`src/include/acfg_defines.vh`:
```
// constants of the two-wire configuration slave
`ifndef ACFG_DEFINES_VH
`define ACFG_DEFINES_VH

// bus addressing
`define ACFG_SLAVE_ADDR 7'h36
`define ACFG_HS_CODE_TOP 5'h01

// byte type flag and field positions
`define ACFG_REG_BIT 7
`define ACFG_SET_REF_HI 6
`define ACFG_SET_REF_LO 4
`define ACFG_SET_CLK_BIT 3
`define ACFG_SET_POL_BIT 2
`define ACFG_SET_RST_BIT 1
`define ACFG_CFG_SCAN_HI 6
`define ACFG_CFG_SCAN_LO 5
`define ACFG_CFG_CS_BIT 1
`define ACFG_CFG_SGL_BIT 0

// reset values
`define ACFG_SETUP_RST 8'h80
`define ACFG_CONFIG_RST 8'h01

// byte buffer shape
`define ACFG_FIFO_WIDTH 8
`define ACFG_FIFO_DEPTH 8
`define ACFG_FIFO_AW 3

// result code limits
`define ACFG_UNI_MAX 11'h3FF
`define ACFG_BIP_MAX 11'h1FF
`define ACFG_BIP_MIN 11'h600
`define ACFG_BIP_CODE_MAX 10'h1FF
`define ACFG_BIP_CODE_MIN 10'h200

`endif

```
`src/acfg_fifo.v`:
```
// flip-flop fifo with valid/ready on both sides
`timescale 1ns/1ns
module acfg_fifo #(
    parameter WIDTH = 8,
    parameter DEPTH = 8,
    parameter AW = 3
) (
    // clock and reset
    input wire sys_clk_in,
    input wire rst_in,
    // fill side
    input wire in_valid_in,
    input wire [WIDTH-1:0] in_data_in,
    output wire in_ready_out,
    // drain side
    output wire out_valid_out,
    output wire [WIDTH-1:0] out_data_out,
    input wire out_ready_in
);
    reg [WIDTH-1:0] mem_r [0:DEPTH-1];
    reg [AW-1:0] wr_ptr_r;
    reg [AW-1:0] rd_ptr_r;
    reg [AW:0] count_r;
    wire push;
    wire pop;

    assign in_ready_out = (count_r != DEPTH[AW:0]);
    assign out_valid_out = (count_r != {(AW+1){1'b0}});
    assign out_data_out = mem_r[rd_ptr_r];
    assign push = in_valid_in & in_ready_out;
    assign pop = out_valid_out & out_ready_in;

    always @(posedge sys_clk_in) begin
        if (push) begin
            mem_r[wr_ptr_r] <= in_data_in;
        end
    end

    always @(posedge sys_clk_in) begin
        if (rst_in) begin
            wr_ptr_r <= {AW{1'b0}};
            rd_ptr_r <= {AW{1'b0}};
            count_r <= {(AW+1){1'b0}};
        end else begin
            if (push) begin
                wr_ptr_r <= (wr_ptr_r == DEPTH[AW-1:0] - 1'b1) ? {AW{1'b0}} : wr_ptr_r + 1'b1;
            end
            if (pop) begin
                rd_ptr_r <= (rd_ptr_r == DEPTH[AW-1:0] - 1'b1) ? {AW{1'b0}} : rd_ptr_r + 1'b1;
            end
            if (push & ~pop) begin
                count_r <= count_r + 1'b1;
            end else if (pop & ~push) begin
                count_r <= count_r - 1'b1;
            end
        end
    end
endmodule

```
`src/acfg_slave.v`:
```
// two-wire configuration slave with setup/config bytes and result coding
//
// Operation
// - single-ended: selected channel against ground
// - differential: pair chosen by channel select
// - unipolar differential negative input gives zero
// - straight binary unipolar, two's complement bipolar
// - single-ended always uses unipolar coding
// - one bit per clock, byte transfer needs 9
// - data changes only while clock low
// - detect start and stop conditions
// - repeated start keeps bus and timing mode
// - acknowledge: data low through ninth pulse
// - not-acknowledge: data released on ninth pulse
// - respond only to own seven-bit address
// - address last bit gives transfer direction
// - acknowledge matching address for one clock
// - power-up standard/fast timing; master code selects high-speed
// - not-acknowledge master code, then high-speed timing
// - stop returns to standard/fast timing
// - top bit picks setup or configuration byte
// - one or more bytes, each acknowledged while the buffer has room
// - polarity select: 1 bipolar, reset 0
// - setup reset bit 0 restores configuration byte
`timescale 1ns/1ns
`include "acfg_defines.vh"
module acfg_slave (
    // clock and reset
    input wire sys_clk_in,
    input wire rst_in,
    // two-wire pins
    input wire scl_in,
    input wire sda_in,
    output wire sda_out,
    output wire sda_oe_out,
    // converter side hold of byte application
    input wire cfg_freeze_in,
    // setup fields
    output wire [2:0] ref_select_out,
    output wire ext_clock_out,
    output wire polarity_select_out,
    // configuration fields
    output wire [1:0] scan_select_out,
    output wire channel_select_out,
    output wire input_mode_select_out,
    // input multiplexer steering
    output wire [1:0] mux_pos_out,
    output wire [1:0] mux_neg_out,
    output wire mux_neg_gnd_out,
    // bus status
    output wire hs_mode_out,
    output wire bus_busy_out,
    output wire read_req_out,
    // result coding
    input wire sample_valid_in,
    input wire [10:0] sample_in,
    output wire result_valid_out,
    output wire [9:0] result_code_out
);
    localparam ST_IDLE = 6'h01;
    localparam ST_ADDR = 6'h02;
    localparam ST_ACK = 6'h04;
    localparam ST_DATA = 6'h08;
    localparam ST_SKIP = 6'h10;
    localparam ST_WAIT = 6'h20;

    // pin synchronisers and edge history
    reg scl_s1_r;
    reg scl_s2_r;
    reg scl_s3_r;
    reg sda_s1_r;
    reg sda_s2_r;
    reg sda_s3_r;
    wire scl_rise;
    wire scl_fall;
    wire start_det;
    wire stop_det;

    // protocol state
    reg [5:0] state_r;
    reg [5:0] after_ack_r;
    reg [3:0] bit_cnt_r;
    reg [7:0] shift_r;
    reg sda_oe_r;
    reg sda_level_r;
    reg hs_mode_r;
    reg busy_r;
    reg read_req_r;
    reg push_r;
    reg [7:0] push_data_r;

    // control bytes
    reg [7:0] setup_r;
    reg [7:0] config_r;
    reg [1:0] mux_pos_r;
    reg [1:0] mux_neg_r;
    reg mux_neg_gnd_r;

    // result path
    reg result_valid_r;
    reg [9:0] result_r;
    reg [9:0] code_nxt;
    reg bipolar_nxt;

    wire fifo_in_ready;
    wire fifo_out_valid;
    wire [7:0] fifo_out_data;
    wire [7:0] rx_byte;
    wire apply;

    always @(posedge sys_clk_in) begin
        if (rst_in) begin
            scl_s1_r <= 1'b1;
            scl_s2_r <= 1'b1;
            scl_s3_r <= 1'b1;
            sda_s1_r <= 1'b1;
            sda_s2_r <= 1'b1;
            sda_s3_r <= 1'b1;
        end else begin
            scl_s1_r <= scl_in;
            scl_s2_r <= scl_s1_r;
            scl_s3_r <= scl_s2_r;
            sda_s1_r <= sda_in;
            sda_s2_r <= sda_s1_r;
            sda_s3_r <= sda_s2_r;
        end
    end

    assign scl_rise = scl_s2_r & ~scl_s3_r;
    assign scl_fall = ~scl_s2_r & scl_s3_r;
    // data moving while the clock stays high is a bus condition
    assign start_det = scl_s2_r & scl_s3_r & sda_s3_r & ~sda_s2_r;
    assign stop_det = scl_s2_r & scl_s3_r & ~sda_s3_r & sda_s2_r;
    assign rx_byte = shift_r;

    always @(posedge sys_clk_in) begin
        if (rst_in) begin
            state_r <= ST_IDLE;
            after_ack_r <= ST_SKIP;
            bit_cnt_r <= 4'h0;
            shift_r <= 8'h00;
            sda_oe_r <= 1'b0;
            sda_level_r <= 1'b0;
            hs_mode_r <= 1'b0;
            busy_r <= 1'b0;
            read_req_r <= 1'b0;
            push_r <= 1'b0;
            push_data_r <= 8'h00;
        end else begin
            sda_level_r <= 1'b0;
            read_req_r <= 1'b0;
            push_r <= 1'b0;
            if (stop_det) begin
                state_r <= ST_IDLE;
                sda_oe_r <= 1'b0;
                busy_r <= 1'b0;
                hs_mode_r <= 1'b0;
            end else if (start_det) begin
                // a restart keeps the timing mode
                state_r <= ST_ADDR;
                bit_cnt_r <= 4'h0;
                sda_oe_r <= 1'b0;
                busy_r <= 1'b1;
            end else begin
                case (state_r)
                    ST_ADDR, ST_DATA: begin
                        if (scl_rise && bit_cnt_r != 4'h8) begin
                            shift_r <= {shift_r[6:0], sda_s2_r};
                            bit_cnt_r <= bit_cnt_r + 4'h1;
                        end else if (scl_fall && bit_cnt_r == 4'h8) begin
                            bit_cnt_r <= 4'h0;
                            state_r <= ST_ACK;
                            if (state_r == ST_ADDR) begin
                                if (rx_byte[7:1] == `ACFG_SLAVE_ADDR) begin
                                    sda_oe_r <= 1'b1;
                                    read_req_r <= rx_byte[0];
                                    after_ack_r <= rx_byte[0] ? ST_SKIP : ST_DATA;
                                end else if (rx_byte[7:3] == `ACFG_HS_CODE_TOP) begin
                                    // released line is the not-acknowledge
                                    sda_oe_r <= 1'b0;
                                    hs_mode_r <= 1'b1;
                                    after_ack_r <= ST_WAIT;
                                end else begin
                                    sda_oe_r <= 1'b0;
                                    after_ack_r <= ST_SKIP;
                                    state_r <= ST_SKIP;
                                end
                            end else if (fifo_in_ready) begin
                                // full buffer refuses the byte with a not-acknowledge
                                sda_oe_r <= 1'b1;
                                push_r <= 1'b1;
                                push_data_r <= rx_byte;
                                after_ack_r <= ST_DATA;
                            end else begin
                                sda_oe_r <= 1'b0;
                                after_ack_r <= ST_SKIP;
                            end
                        end
                    end
                    ST_ACK: begin
                        if (scl_fall) begin
                            // release right after the ninth pulse
                            sda_oe_r <= 1'b0;
                            state_r <= after_ack_r;
                        end
                    end
                    ST_SKIP, ST_WAIT, ST_IDLE: begin
                        sda_oe_r <= 1'b0;
                    end
                    default: begin
                        state_r <= ST_IDLE;
                        sda_oe_r <= 1'b0;
                    end
                endcase
            end
        end
    end

    acfg_fifo #(
        .WIDTH(`ACFG_FIFO_WIDTH),
        .DEPTH(`ACFG_FIFO_DEPTH),
        .AW(`ACFG_FIFO_AW)
    ) u_fifo (
        .sys_clk_in(sys_clk_in),
        .rst_in(rst_in),
        .in_valid_in(push_r),
        .in_data_in(push_data_r),
        .in_ready_out(fifo_in_ready),
        .out_valid_out(fifo_out_valid),
        .out_data_out(fifo_out_data),
        .out_ready_in(~cfg_freeze_in)
    );

    // bytes wait while the converter freezes its settings
    assign apply = fifo_out_valid & ~cfg_freeze_in;

    always @(posedge sys_clk_in) begin
        if (rst_in) begin
            setup_r <= `ACFG_SETUP_RST;
            config_r <= `ACFG_CONFIG_RST;
        end else if (apply) begin
            if (fifo_out_data[`ACFG_REG_BIT]) begin
                setup_r <= fifo_out_data;
                if (!fifo_out_data[`ACFG_SET_RST_BIT]) begin
                    config_r <= `ACFG_CONFIG_RST;
                end
            end else begin
                config_r <= fifo_out_data;
            end
        end
    end

    always @(posedge sys_clk_in) begin
        if (rst_in) begin
            mux_pos_r <= 2'h1;
            mux_neg_r <= 2'h0;
            mux_neg_gnd_r <= 1'b1;
        end else begin
            mux_pos_r <= config_r[`ACFG_CFG_CS_BIT] ? 2'h2 : 2'h1;
            if (config_r[`ACFG_CFG_SGL_BIT]) begin
                mux_neg_r <= 2'h0;
                mux_neg_gnd_r <= 1'b1;
            end else begin
                mux_neg_r <= config_r[`ACFG_CFG_CS_BIT] ? 2'h1 : 2'h2;
                mux_neg_gnd_r <= 1'b0;
            end
        end
    end

    // sample is the signed difference in code steps
    always @* begin
        bipolar_nxt = setup_r[`ACFG_SET_POL_BIT] & ~config_r[`ACFG_CFG_SGL_BIT];
        code_nxt = 10'h000;
        if (bipolar_nxt) begin
            if (!sample_in[10] && sample_in > `ACFG_BIP_MAX) begin
                code_nxt = `ACFG_BIP_CODE_MAX;
            end else if (sample_in[10] && sample_in < `ACFG_BIP_MIN) begin
                code_nxt = `ACFG_BIP_CODE_MIN;
            end else begin
                code_nxt = sample_in[9:0];
            end
        end else if (sample_in[10]) begin
            code_nxt = 10'h000;
        end else begin
            code_nxt = sample_in[9:0];
        end
    end

    always @(posedge sys_clk_in) begin
        if (rst_in) begin
            result_valid_r <= 1'b0;
            result_r <= 10'h000;
        end else begin
            result_valid_r <= sample_valid_in;
            if (sample_valid_in) begin
                result_r <= code_nxt;
            end
        end
    end

    assign sda_out = sda_level_r;
    assign sda_oe_out = sda_oe_r;
    assign ref_select_out = setup_r[`ACFG_SET_REF_HI:`ACFG_SET_REF_LO];
    assign ext_clock_out = setup_r[`ACFG_SET_CLK_BIT];
    assign polarity_select_out = setup_r[`ACFG_SET_POL_BIT];
    assign scan_select_out = config_r[`ACFG_CFG_SCAN_HI:`ACFG_CFG_SCAN_LO];
    assign channel_select_out = config_r[`ACFG_CFG_CS_BIT];
    assign input_mode_select_out = config_r[`ACFG_CFG_SGL_BIT];
    assign mux_pos_out = mux_pos_r;
    assign mux_neg_out = mux_neg_r;
    assign mux_neg_gnd_out = mux_neg_gnd_r;
    assign hs_mode_out = hs_mode_r;
    assign bus_busy_out = busy_r;
    assign read_req_out = read_req_r;
    assign result_valid_out = result_valid_r;
    assign result_code_out = result_r;
endmodule

```
`config.mk`:
```
export PLATFORM = sky130hd
export DESIGN_NAME = acfg_slave
export DESIGN_NICKNAME = d
export VERILOG_FILES = /design/src/acfg_fifo.v /design/src/acfg_slave.v
export VERILOG_INCLUDE_DIRS = /design/src /design/src/include
export SDC_FILE = /design/constraint.sdc
export NUM_CORES = 1
export LEC_CHECK = 0
export ABC_AREA = 1
export BUFFER_PORTS_ARGS = -buffer_cell sky130_fd_sc_hd__buf_4
export CORE_ASPECT_RATIO = 0.75
export CORE_MARGIN = 3
export CORE_UTILIZATION = 25
export DETAILED_ROUTE_END_ITERATION = 6
export PLACE_DENSITY = 0.41
export SETUP_SLACK_MARGIN = 0.15
export SYNTH_ARGS = -nofsm -noshare
export SYNTH_HDL_FRONTEND = slang
export SYNTH_HIERARCHICAL = 1
export SYNTH_SLANG_ARGS = --single-unit
```
`constraint.sdc`:
```
create_clock -name sys_clk_in -period 2.9 [get_ports sys_clk_in]
set_input_delay 0.29 -clock sys_clk_in [delete_from_list [all_inputs] [get_ports sys_clk_in]]
set_output_delay 0.29 -clock sys_clk_in [all_outputs]
set_load 0.01 [all_outputs]
```
==> results of run 1 <==
[per-stage QoR]
| stage | instance area, sq um | utilization (%) |
|---|---|---|
| finish | 7230 | 31.2 |
| floorplan | 5940 | - |
| detailed placement | 6570 | 28.3 |
| global route | 7230 | 31.2 |
| global placement | 6570 | 28.3 |
| CTS | 7230 | 31.2 |
[layer usage]
layer	vias to the layer above	part of all wire, %
met5	-	0
met4	0	0.67
met3	8	4.7
met2	115	42
met1	2089	52
li1	2263	-
[layout make-up]
cell class / instances / share of cell area, %
Clock inverter: 14 / 3.19
Sequential cell: 142 / 48.2
Clock buffer: 18 / 5.94
Tap cell: 300 / 5.19
Inverter: 53 / 2.79
Multi-Input combinational cell: 445 / 29.1
Timing Repair Buffer: 54 / 5.61
[path summary, 6_finish.rpt]
| kind | end | slack [ns] | cells past startpoint |
|---|---|---|---|
| max | u_fifo/count_r[3] | 0.76 | 12 |
| min reg2reg | scl_s2_r | 0.43 | 1 |
| min | sda_s1_r | 0.06 | 2 |
| max reg2reg | u_fifo/count_r[3] | 0.76 | 12 |
[cells in the mapped netlist, types with 5 or more instances]
library cell | instances | area share [%]
nor2_1 | 144 | 9.1
nand2_1 | 116 | 7.3
dfxtp_1 | 78 | 26
edfxtp_1 | 64 | 32
inv_1 | 47 | 3.0
o21ai_0 | 39 | 3.3
a21oi_1 | 33 | 2.8
o21ai_1 | 30 | 2.5
nand3_1 | 28 | 2.4
buf_6 | 10 | 1.9
ha_1 | 9 | 1.9
nor2_2 | 9 | 0.95
or2_2 | 8 | 0.84
clkbuf_1 | 6 | 0.38
nand4_1 | 6 | 0.63
inv_2 | 5 | 0.32
[cell families (layout without fill, tap and decap cells)]
logic type | Yosys count | in the layout | synth area share (%)
and+or+nand+nor | 326 | 326 | 23.7
other | 1 | 1 | 0.0631
xor gates and xnor gates | 4 | 4 | 0.590
AOI/OAI and AO/OA | 104 | 104 | 8.85
buffers and inverters | 72 | 139 | 5.96
DFF | 142 | 142 | 58.6
adders and majority gates | 10 | 10 | 2.23
[worst max-delay path: cells and delay by family (launching register included)]
kind	cells	cell delay [ns]
adders and majority gates	2	0.48
buffers and inverters	3	0.24
DFF	1	0.36
and+or+nand+nor	7	0.95
[power by group through the flow]
stage	clock network (uW)	registers [uW]	logic, uW
after floorplan	0	2370	1070
after global placement	0	2420	1400
after detailed placement	0	2420	1410
after CTS	2540	2380	1410
after global routing	2610	2400	1610
final	2460	2380	1400
[registers in the layout (all words and copies together) (netlist names), 3 cells and up, named ones only]
| register | cells |
|---|---|
| result_code_out | 10 |
| u_fifo/wr_ptr_r | 3 |
| u_fifo/mem_r | 64 |
| rx_byte | 8 |
| u_fifo/rd_ptr_r | 3 |
| state_r | 6 |
| push_data_r | 8 |
| bit_cnt_r | 4 |
| after_ack_r | 3 |
| setup_r | 5 |
| u_fifo/count_r | 4 |
| config_r | 4 |
==> impl_metrics.py, run 1 <==
metrics = {
    "run_status": {
        "status": "completed",
    },
    "power_and_ir_drop": {
        "seq_power_share_pct": 38.1,
        "p_leak_uw": 0.00304,
        "power.switching_uw": 1980,
        "totalPowerFinal_uw": 6240,
        "sw_frac_of_total_pct": 31.7,
        "powerDensity_nw_per_um2": 864,
        "intPower_uw": 4260,
        "clkPwrFrac_pct": 39.4,
        "comb_power_share_pct": 22.5,
        "vdd_ir_drop_max_v": 0.000417,
    },
    "clocking": {
        "clk_path_buf_depth": 2,
        "cts_hold_buf": 0,
        "cts_buffers": 17,
        "clkTransAtPathRegs_ns": 0.06,
        "cts_tree": "done",
        "clkSinkCount": 142,
        "postCtsSetupBuffers": 0,
        "htree_levels": 4,
        "cts_root_buffer": "clkbuf_16",
        "clk_latency_ns": 0.42,
        "cts_resized": 0,
    },
    "finish": {
        "seq_area_sq_um": 3480,
        "syn2layout_area_growth_pct": 21.7,
        "diodes": 0,
        "final_cells": 1026,
        "fin_nets": 740,
        "layout_commonest_cell": "nor2_1",
        "layout_common_cells": "nor2_1 (144), nand2_1 (116), dfxtp_1 (78)",
        "fillCellCount": 2385,
        "drive_gt1_share_pct": 16.7,
        "multiInputGateArea_sq_um": 2100,
    },
    "timing": {
        "hold_ws_ns": 0.0553,
        "setup_viol": 0,
        "max_slew.worst_pin.slew_ns": 0.733,
        "fin_crit_ns": 2.14,
        "relSlewSlack_pct": 51.0,
        "timing.final.ws_setup_ns": 0.759,
        "max_clock_freq_mhz": 467,
        "final.setup.tns_ns": 0,
        "hold_viol": 0,
        "fin_crit_sh_pct": 73.8,
        "drv_slew": 0,
        "skew_ns": 0.0128,
        "rsz0062_at_grt": "false",
    },
    "drt": {
        "wl_per_cell_um": 14.6,
        "vias": 4475,
        "via_per_inst": 4.36,
        "drt_iter0_markers": 348,
        "postRouteAntennaNets": 0,
        "totalWireLength_mm": 15.0,
        "dr.pass1.iters": 5,
        "post-route-drc-count": 0,
    },
    "flow_run": {
        "maxCapViolations": 0,
    },
    "yosys": {
        "ys_seq_elements": 142,
        "ys_seq_area_share_pct": 58.6,
        "ys.flop_type": "dfxtp_1",
        "synth_edf_count": 64,
        "syn-cell-area_sq_um": 5940,
        "async_reset_ff_share_pct": 0,
        "synthDistinctLibCells": 34,
        "avgSynthCellArea_sq_um": 9.01,
        "yosysWarnings": 6,
        "syn-instance-count": 659,
        "synth_fp_nets": 686,
    },
    "grt": {
        "grt_max_degree": 30,
        "track_usage_pct": 11.9,
        "grt_util_met2_pct": 17.2,
        "met3_usage_pct": 2.87,
        "grt_pass1_wl_mm": 23.9,
        "antenna_found_initial": 0,
        "grt_pass1_vias": 4413,
        "grt_use_met1_pct": 17.8,
        "overflow": 0,
        "grt_busiest_layer": "met1",
    },
    "floorplanning": {
        "die_area_sq_um": 25700,
        "ios": 47,
        "coreArea_sq_um": 23200,
        "initial_core_util_pct": 25.6,
        "num_rows": 48,
        "die_w_um": 184,
        "dieHeight_um": 139,
    },
    "worst_setup_path": {
        "end_kind": "register",
        "cp_slowest_cell": "dfxtp_1",
        "critPathArrivalTime_ns": 2.46,
        "cp_cell_sequence": "nor2_2, nand3_4, nand2_4, inv_2, ha_1, inv_1, ha_1, or2_2, nand3_1, nand3_1, nand2_1, inv_1",
        "worstPathRequired_ns": 3.21,
        "critPathKind": "reg2reg",
        "r2r_start": "u_fifo/count_r[1]",
        "worstSetupStartpointType": "register",
        "critPathMaxFanout": 5,
        "slowest_delay_ns": 0.36,
        "startpoint": "u_fifo/count_r[1]",
    },
    "worst_hold_path": {
        "hold_path_class": "in2reg",
        "worstHoldStart": "sda_in",
    },
    "place": {
        "dp_worst_setup_slack_ns": 0.769,
        "dp_cells": 994,
        "post-dp-hpwl_mm": 10.6,
        "routabilityCongestion": 0.768,
        "port_buffers": 45,
    },
}
Note: power is estimated with default switching activity, not from simulation.
==> inputs of run 2 (changes only) <==
==> constraint.sdc (replaced) <==
create_clock -name sys_clk_in -period 2.17 [get_ports sys_clk_in]
set_input_delay 0.217 -clock sys_clk_in [delete_from_list [all_inputs] [get_ports sys_clk_in]]
set_output_delay 0.217 -clock sys_clk_in [all_outputs]
set_load 0.01 [all_outputs]
==> impl_metrics.py, run 2 (same netlist as run 1, synthesis figures left out) <==
metrics = {
    "timing": {
        "drv_slew": 0,
        "max_clock_freq_mhz": 529,
        "max_slew.worst_pin.slew_ns": 0.748,
        "final.setup.tns_ns": 0,
        "rsz0062_at_grt": "false",
        "fin_crit_ns": 1.89,
        "setup_viol": 0,
        "fin_crit_sh_pct": 87.1,
        "hold_ws_ns": 0.0551,
        "hold_viol": 0,
        "relSlewSlack_pct": 50.2,
        "skew_ns": 0.0130,
    },
    "drt": {
        "dr.pass1.iters": 4,
        "totalWireLength_mm": 14.5,
        "wl_per_cell_um": 13.9,
        "drt_iter0_markers": 297,
        "post-route-drc-count": 0,
        "vias": 4512,
        "postRouteAntennaNets": 0,
        "via_per_inst": 4.34,
    },
    "finish": {
        "max_flop_register": "u_fifo/mem_r",
        "largest_register_ff_count": 64,
        "multiInputGateArea_sq_um": 2150,
        "fin_nets": 754,
        "fin_area_sq_um": 7340,
        "diodes": 0,
        "syn2layout_area_growth_pct": 23.6,
        "layout_common_cells": "nor2_1 (143), nand2_1 (116), dfxtp_1 (75)",
        "fillCellCount": 2392,
        "final_cells": 1040,
        "drive_gt1_share_pct": 18.9,
        "layout_commonest_cell": "nor2_1",
        "seq_area_sq_um": 3490,
    },
    "place": {
        "port_buffers": 45,
        "routabilityCongestion": 0.773,
        "place_area_sq_um": 6640,
        "post-dp-hpwl_mm": 9.98,
        "dp_cells": 1003,
    },
    "worst_hold_path": {
        "hold_path_class": "in2reg",
        "holdPathStages": 3,
    },
    "power_and_ir_drop": {
        "power.switching_uw": 2590,
        "comb_power_share_pct": 25.0,
        "intPower_uw": 5550,
        "vdd_ir_drop_max_v": 0.000473,
        "clkPwrFrac_pct": 36.4,
        "sw_frac_of_total_pct": 31.8,
        "seq_power_share_pct": 38.6,
        "powerDensity_nw_per_um2": 1110,
        "p_leak_uw": 0.00309,
    },
    "clocking": {
        "cts_tree": "done",
        "clk_latency_ns": 0.41,
        "cts_root_buffer": "clkbuf_16",
        "clkSinkCount": 142,
        "htree_levels": 4,
        "clkTransAtPathRegs_ns": 0.07,
        "clk_path_buf_depth": 2,
        "cts_buffers": 17,
    },
    "worst_setup_path": {
        "worstSetupStartpointType": "register",
        "reg2reg_depth": 12,
        "critPathMaxFanout": 5,
        "worstPathRequired_ns": 2.48,
        "end_kind": "register",
        "critPathArrivalTime_ns": 2.20,
        "critPathKind": "reg2reg",
    },
    "floorplanning": {
        "dieHeight_um": 139,
        "ios": 47,
        "num_rows": 48,
        "die_w_um": 184,
        "coreArea_sq_um": 23200,
        "die_area_sq_um": 25700,
        "initial_core_util_pct": 25.6,
    },
    "grt": {
        "overflow": 0,
        "track_usage_pct": 11.7,
        "antenna_found_initial": 0,
        "grt_max_degree": 30,
        "grt_pass1_wl_mm": 23.6,
        "grt_pass1_vias": 4645,
    },
    "run_status": {
        "status": "completed",
    },
    "flow_run": {
        "maxCapViolations": 0,
    },
}
run 2: cell count changes in the layout (fill, tap and decap cells not counted), sizes merged:
cell | before | now
buf | 54 | 66
bufinv | 5 | 2
clkbuf | 18 | 21
inv | 58 | 55
clkinv | 3 | 5
dlygate4sd3 | 0 | 2
clkinvlp | 1 | 2
run 2: power by group through the flow:
stage                     Clock (uW)  Combinational [uW]  Sequential, uW
after CTS                       3060                1970            3140
after floorplan                    0                1430            3170
after global placement             0                1940            3180
final                           2970                2030            3150
after global routing            3160                2330            3180
after detailed placement           0                1960            3190
run 2: per-layer routing:
layer	track usage [%]	share of wire, %	vias up
li1	-	-	2300
met1	16.8	53	2125
met2	17.6	43	70
met3	2.22	2.7	17
met4	4.29	1.3	0
met5	0	0	-
run 2: metrics by stage:
| stage | power (uW) | setup WS, ns | util, % |
|---|---|---|---|
| floorplan | 4610 | 0.217 | - |
| global placement | 5120 | 0.0904 | 28.6 |
| detailed placement | 5140 | 0.0553 | 28.6 |
| CTS | 8160 | 0.158 | 31.4 |
| global route | 8670 | 0.162 | 31.7 |
| finish | 8150 | 0.279 | 31.7 |
run 2: layout make-up:
| class | instances | share of cell area (%) |
|---|---|---|
| clock buffers | 21 | 6.58 |
| clock inverters | 11 | 1.75 |
| inverters | 53 | 2.78 |
| multi-input cells | 445 | 29.2 |
| flip-flops and latches | 142 | 47.5 |
| well taps | 300 | 5.11 |
| repair buffers | 68 | 7.02 |
run 2: final timing paths:
kind                     start                  to  slack, ns
max          u_fifo/count_r[1]   u_fifo/count_r[3]       0.28
min               sample_in[5]  result_code_out[5]       0.06
max reg2reg  u_fifo/count_r[1]   u_fifo/count_r[3]       0.28
min reg2reg           scl_s1_r            scl_s2_r       0.42
run 2: what timing repair did:
item	in CTS	in global routing
pin swaps	1	2
hold buffers	2	0
setup buffers	0	3
gates resized for setup	3	12
endpoints found under the hold margin	2	0
cloned	0	0
endpoints found under the setup margin	1	2
run 2: critical path: stages (launching register included):
cell and delay, ns:
dfxtp_4 0.36, nor2_4 0.16, nand3_4 0.11, nand2_4 0.09, inv_2 0.06, ha_4 0.17
inv_4 0.08, ha_4 0.21, or2_2 0.30, nand3_1 0.09, nand3_1 0.07, nand2_1 0.06
inv_1 0.03
==> inputs of run 3 (changes only) <==
--- a/config.mk
+++ b/config.mk
@@ -6,12 +6,12 @@
 export SDC_FILE = /design/constraint.sdc
 export NUM_CORES = 1
 export LEC_CHECK = 0
-export ABC_AREA = 1
 export BUFFER_PORTS_ARGS = -buffer_cell sky130_fd_sc_hd__buf_4
 export CORE_ASPECT_RATIO = 0.75
 export CORE_MARGIN = 3
 export CORE_UTILIZATION = 25
 export DETAILED_ROUTE_END_ITERATION = 6
+export MAX_ROUTING_LAYER = met4
 export PLACE_DENSITY = 0.41
 export SETUP_SLACK_MARGIN = 0.15
 export SYNTH_ARGS = -nofsm -noshare
==> impl_metrics.py, run 3 <==
metrics = {
    "worst_setup_path": {
        "critPathBufInv": 2,
        "cp_cell_sequence": "or4b_4, nand2_4, inv_4, ha_4, inv_4, ha_4, a21oi_4, a211oi_2, a31oi_2, mux2_4",
        "critPathKind": "reg2reg",
        "critPathArrivalTime_ns": 2.56,
        "end_kind": "register",
        "slowest_delay_ns": 0.50,
        "crit_family": "simple AND/OR/NAND/NOR gates",
        "worstPathRequired_ns": 2.47,
        "cp_slowest_cell": "or4b_4",
        "critPathMaxFanout": 3,
        "worstSetupStartpointType": "register",
    },
    "place": {
        "post-dp-hpwl_mm": 9.69,
        "dp_cells": 819,
        "routabilityCongestion": 0.788,
        "port_buffers": 45,
        "place_area_sq_um": 6770,
    },
    "run_status": {
        "violations": "negative setup slack",
        "status": "finished, violations left",
    },
    "finish": {
        "largest_register_ff_count": 64,
        "fillCellCount": 2293,
        "layout_common_cells": "buf_4 (78), dfxtp_1 (73), edfxtp_1 (64)",
        "diodes": 0,
        "fin_nets": 570,
        "final_cells": 856,
        "fin_area_sq_um": 7460,
        "max_flop_register": "u_fifo/mem_r",
        "drive_gt1_share_pct": 30.6,
        "layout_commonest_cell": "buf_4",
        "syn2layout_area_growth_pct": 26.5,
        "fin_util_pct": 32.3,
    },
    "clocking": {
        "htree_levels": 4,
        "clk_latency_ns": 0.42,
        "clkSinkCount": 142,
        "cts_tree": "done",
        "cts_buffers": 17,
        "clkTransAtPathRegs_ns": 0.07,
        "clk_path_buf_depth": 2,
        "cts_root_buffer": "clkbuf_16",
    },
    "yosys": {
        "yosysTopAreaCell": "edfxtp_1",
        "synthTopCellsByArea": "edfxtp_1 (33%), dfxtp_1 (26%), mux4_1 (6.7%), nor2_1 (2.9%), mux2i_1 (2.5%)",
        "ys_seq_area_share_pct": 59.0,
        "syn-instance-count": 463,
        "synth_fp_nets": 490,
        "yosysWarnings": 6,
        "synthDistinctLibCells": 65,
        "avgSynthCellArea_sq_um": 12.7,
        "syn-cell-area_sq_um": 5900,
        "synth_edf_count": 64,
        "yosysTopAreaCellShare_pct": 32.6,
        "ys_top_cells_by_count": "dfxtp_1 (78), edfxtp_1 (64), nor2_1 (46)",
        "ys.flop_type": "dfxtp_1",
        "ys_seq_elements": 142,
        "async_reset_ff_share_pct": 0,
        "synth_most_common_cell": "dfxtp_1",
    },
    "floorplanning": {
        "coreArea_sq_um": 23100,
        "dieHeight_um": 139,
        "die_area_sq_um": 25500,
        "ios": 47,
        "initial_core_util_pct": 25.5,
        "die_w_um": 183,
        "num_rows": 48,
    },
    "timing": {
        "drv_slew": 0,
        "hold_ws_ns": 0.0522,
        "timing.final.ws_setup_ns": -0.0909,
        "max_slew.worst_pin.slew_ns": 0.595,
        "skew_ns": 0.0113,
        "setup_viol": 2,
        "fin_crit_sh_pct": 104,
        "rsz0062_at_grt": "true",
        "hold_viol": 0,
        "relSlewSlack_pct": 60.3,
        "fin_crit_ns": 2.26,
        "max_clock_freq_mhz": 442,
    },
    "power_and_ir_drop": {
        "powerDensity_nw_per_um2": 944,
        "vdd_ir_drop_max_v": 0.000496,
        "p_leak_uw": 0.00281,
    },
    "grt": {
        "overflow": 0,
        "track_usage_pct": 11.6,
        "grt_max_degree": 37,
        "grt_pass1_vias": 3912,
        "grt_pass1_wl_mm": 22.0,
        "antenna_found_initial": 0,
    },
    "drt": {
        "postRouteAntennaNets": 0,
        "dr.pass1.iters": 4,
        "totalWireLength_mm": 13.9,
        "wl_per_cell_um": 16.3,
        "post-route-drc-count": 0,
        "via_per_inst": 4.60,
        "drt_iter0_markers": 286,
        "vias": 3941,
    },
    "flow_run": {
        "maxCapViolations": 0,
    },
    "worst_hold_path": {
        "hold_path_class": "in2reg",
    },
}
run 3: metal layers:
metal	up-vias	routed length [um]	global-route usage, %
li1	1901	-	-
met1	1958	7260	16.8
met2	78	5830	15.7
met3	4	752	3.46
met4	0	74	2.72
met5	-	0	-
run 3: metrics by stage:
step	total power, uW	setup TNS, ns	worst slack, ns
floorplan	3740	-0.124	-0.124
global placement	4190	-0.117	-0.106
detailed placement	4190	-0.153	-0.136
CTS	7070	-0.197	-0.122
global route	7370	-0.361	-0.146
finish	7040	-0.129	-0.0909
run 3: final cells by class:
| type | count | area (sq um) | share of cell area (%) |
|---|---|---|---|
| clock inverters | 15 | 139 | 1.86 |
| clock buffers | 17 | 425 | 5.70 |
| inverters | 9 | 38.8 | 0.520 |
| well taps | 300 | 375 | 5.03 |
| flip-flops and latches | 142 | 3490 | 46.8 |
| repair buffers | 84 | 668 | 8.95 |
| multi-input cells | 289 | 2320 | 31.1 |
run 3: final timing paths:
| kind | cells past startpoint | startpoint | to | slack, ns |
|---|---|---|---|---|
| worst min register to register | 1 | sda_s1_r | sda_s2_r | 0.42 |
| worst max-delay path | 10 | u_fifo/count_r[3] | u_fifo/count_r[3] | -0.09 |
| worst max register to register | 10 | u_fifo/count_r[3] | u_fifo/count_r[3] | -0.09 |
| worst min-delay path | 3 | sample_in[0] | result_code_out[0] | 0.05 |
run 3: kinds of logic (layout without fill, tap and decap cells):
logic type                 after synthesis  count (layout)  share of synthesized area [%]
muxes                                   42              42                           11.7
buffers and inverters                   32             125                           3.22
AOI/OAI and AO/OA                       79              79                           8.42
other                                    1               1                         0.0636
and+or+nand+nor                        151             151                           14.4
DFF                                    142             142                           59.0
xor gates and xnor gates                 6               6                          0.891
adders and majority gates               10              10                           2.25
run 3: repair_timing:
item / in CTS / in global routing
hold buffers: 2 / 0
endpoints found under the hold margin: 2 / 0
endpoints found under the setup margin: 35 / 25
pin swaps: 8 / 11
buffers inserted: 3 / 0
gates resized for setup: 10 / 13
run 3: power breakdown:
group	internal, uW	switching (uW)	leakage, uW
logic	684	571	0.00129
registers	2890	101	0.00123
clock network	1530	1270	0.000283
run 3: worst register-to-register path, cell delays in order, from the launching register on:
cell      delay [ns]
dfxtp_1         0.38
or4b_4          0.51
nand2_4         0.09
inv_4           0.04
ha_4            0.16
inv_4           0.06
ha_4            0.21
a21oi_4         0.13
a211oi_2        0.09
a31oi_2         0.18
mux2_4          0.31
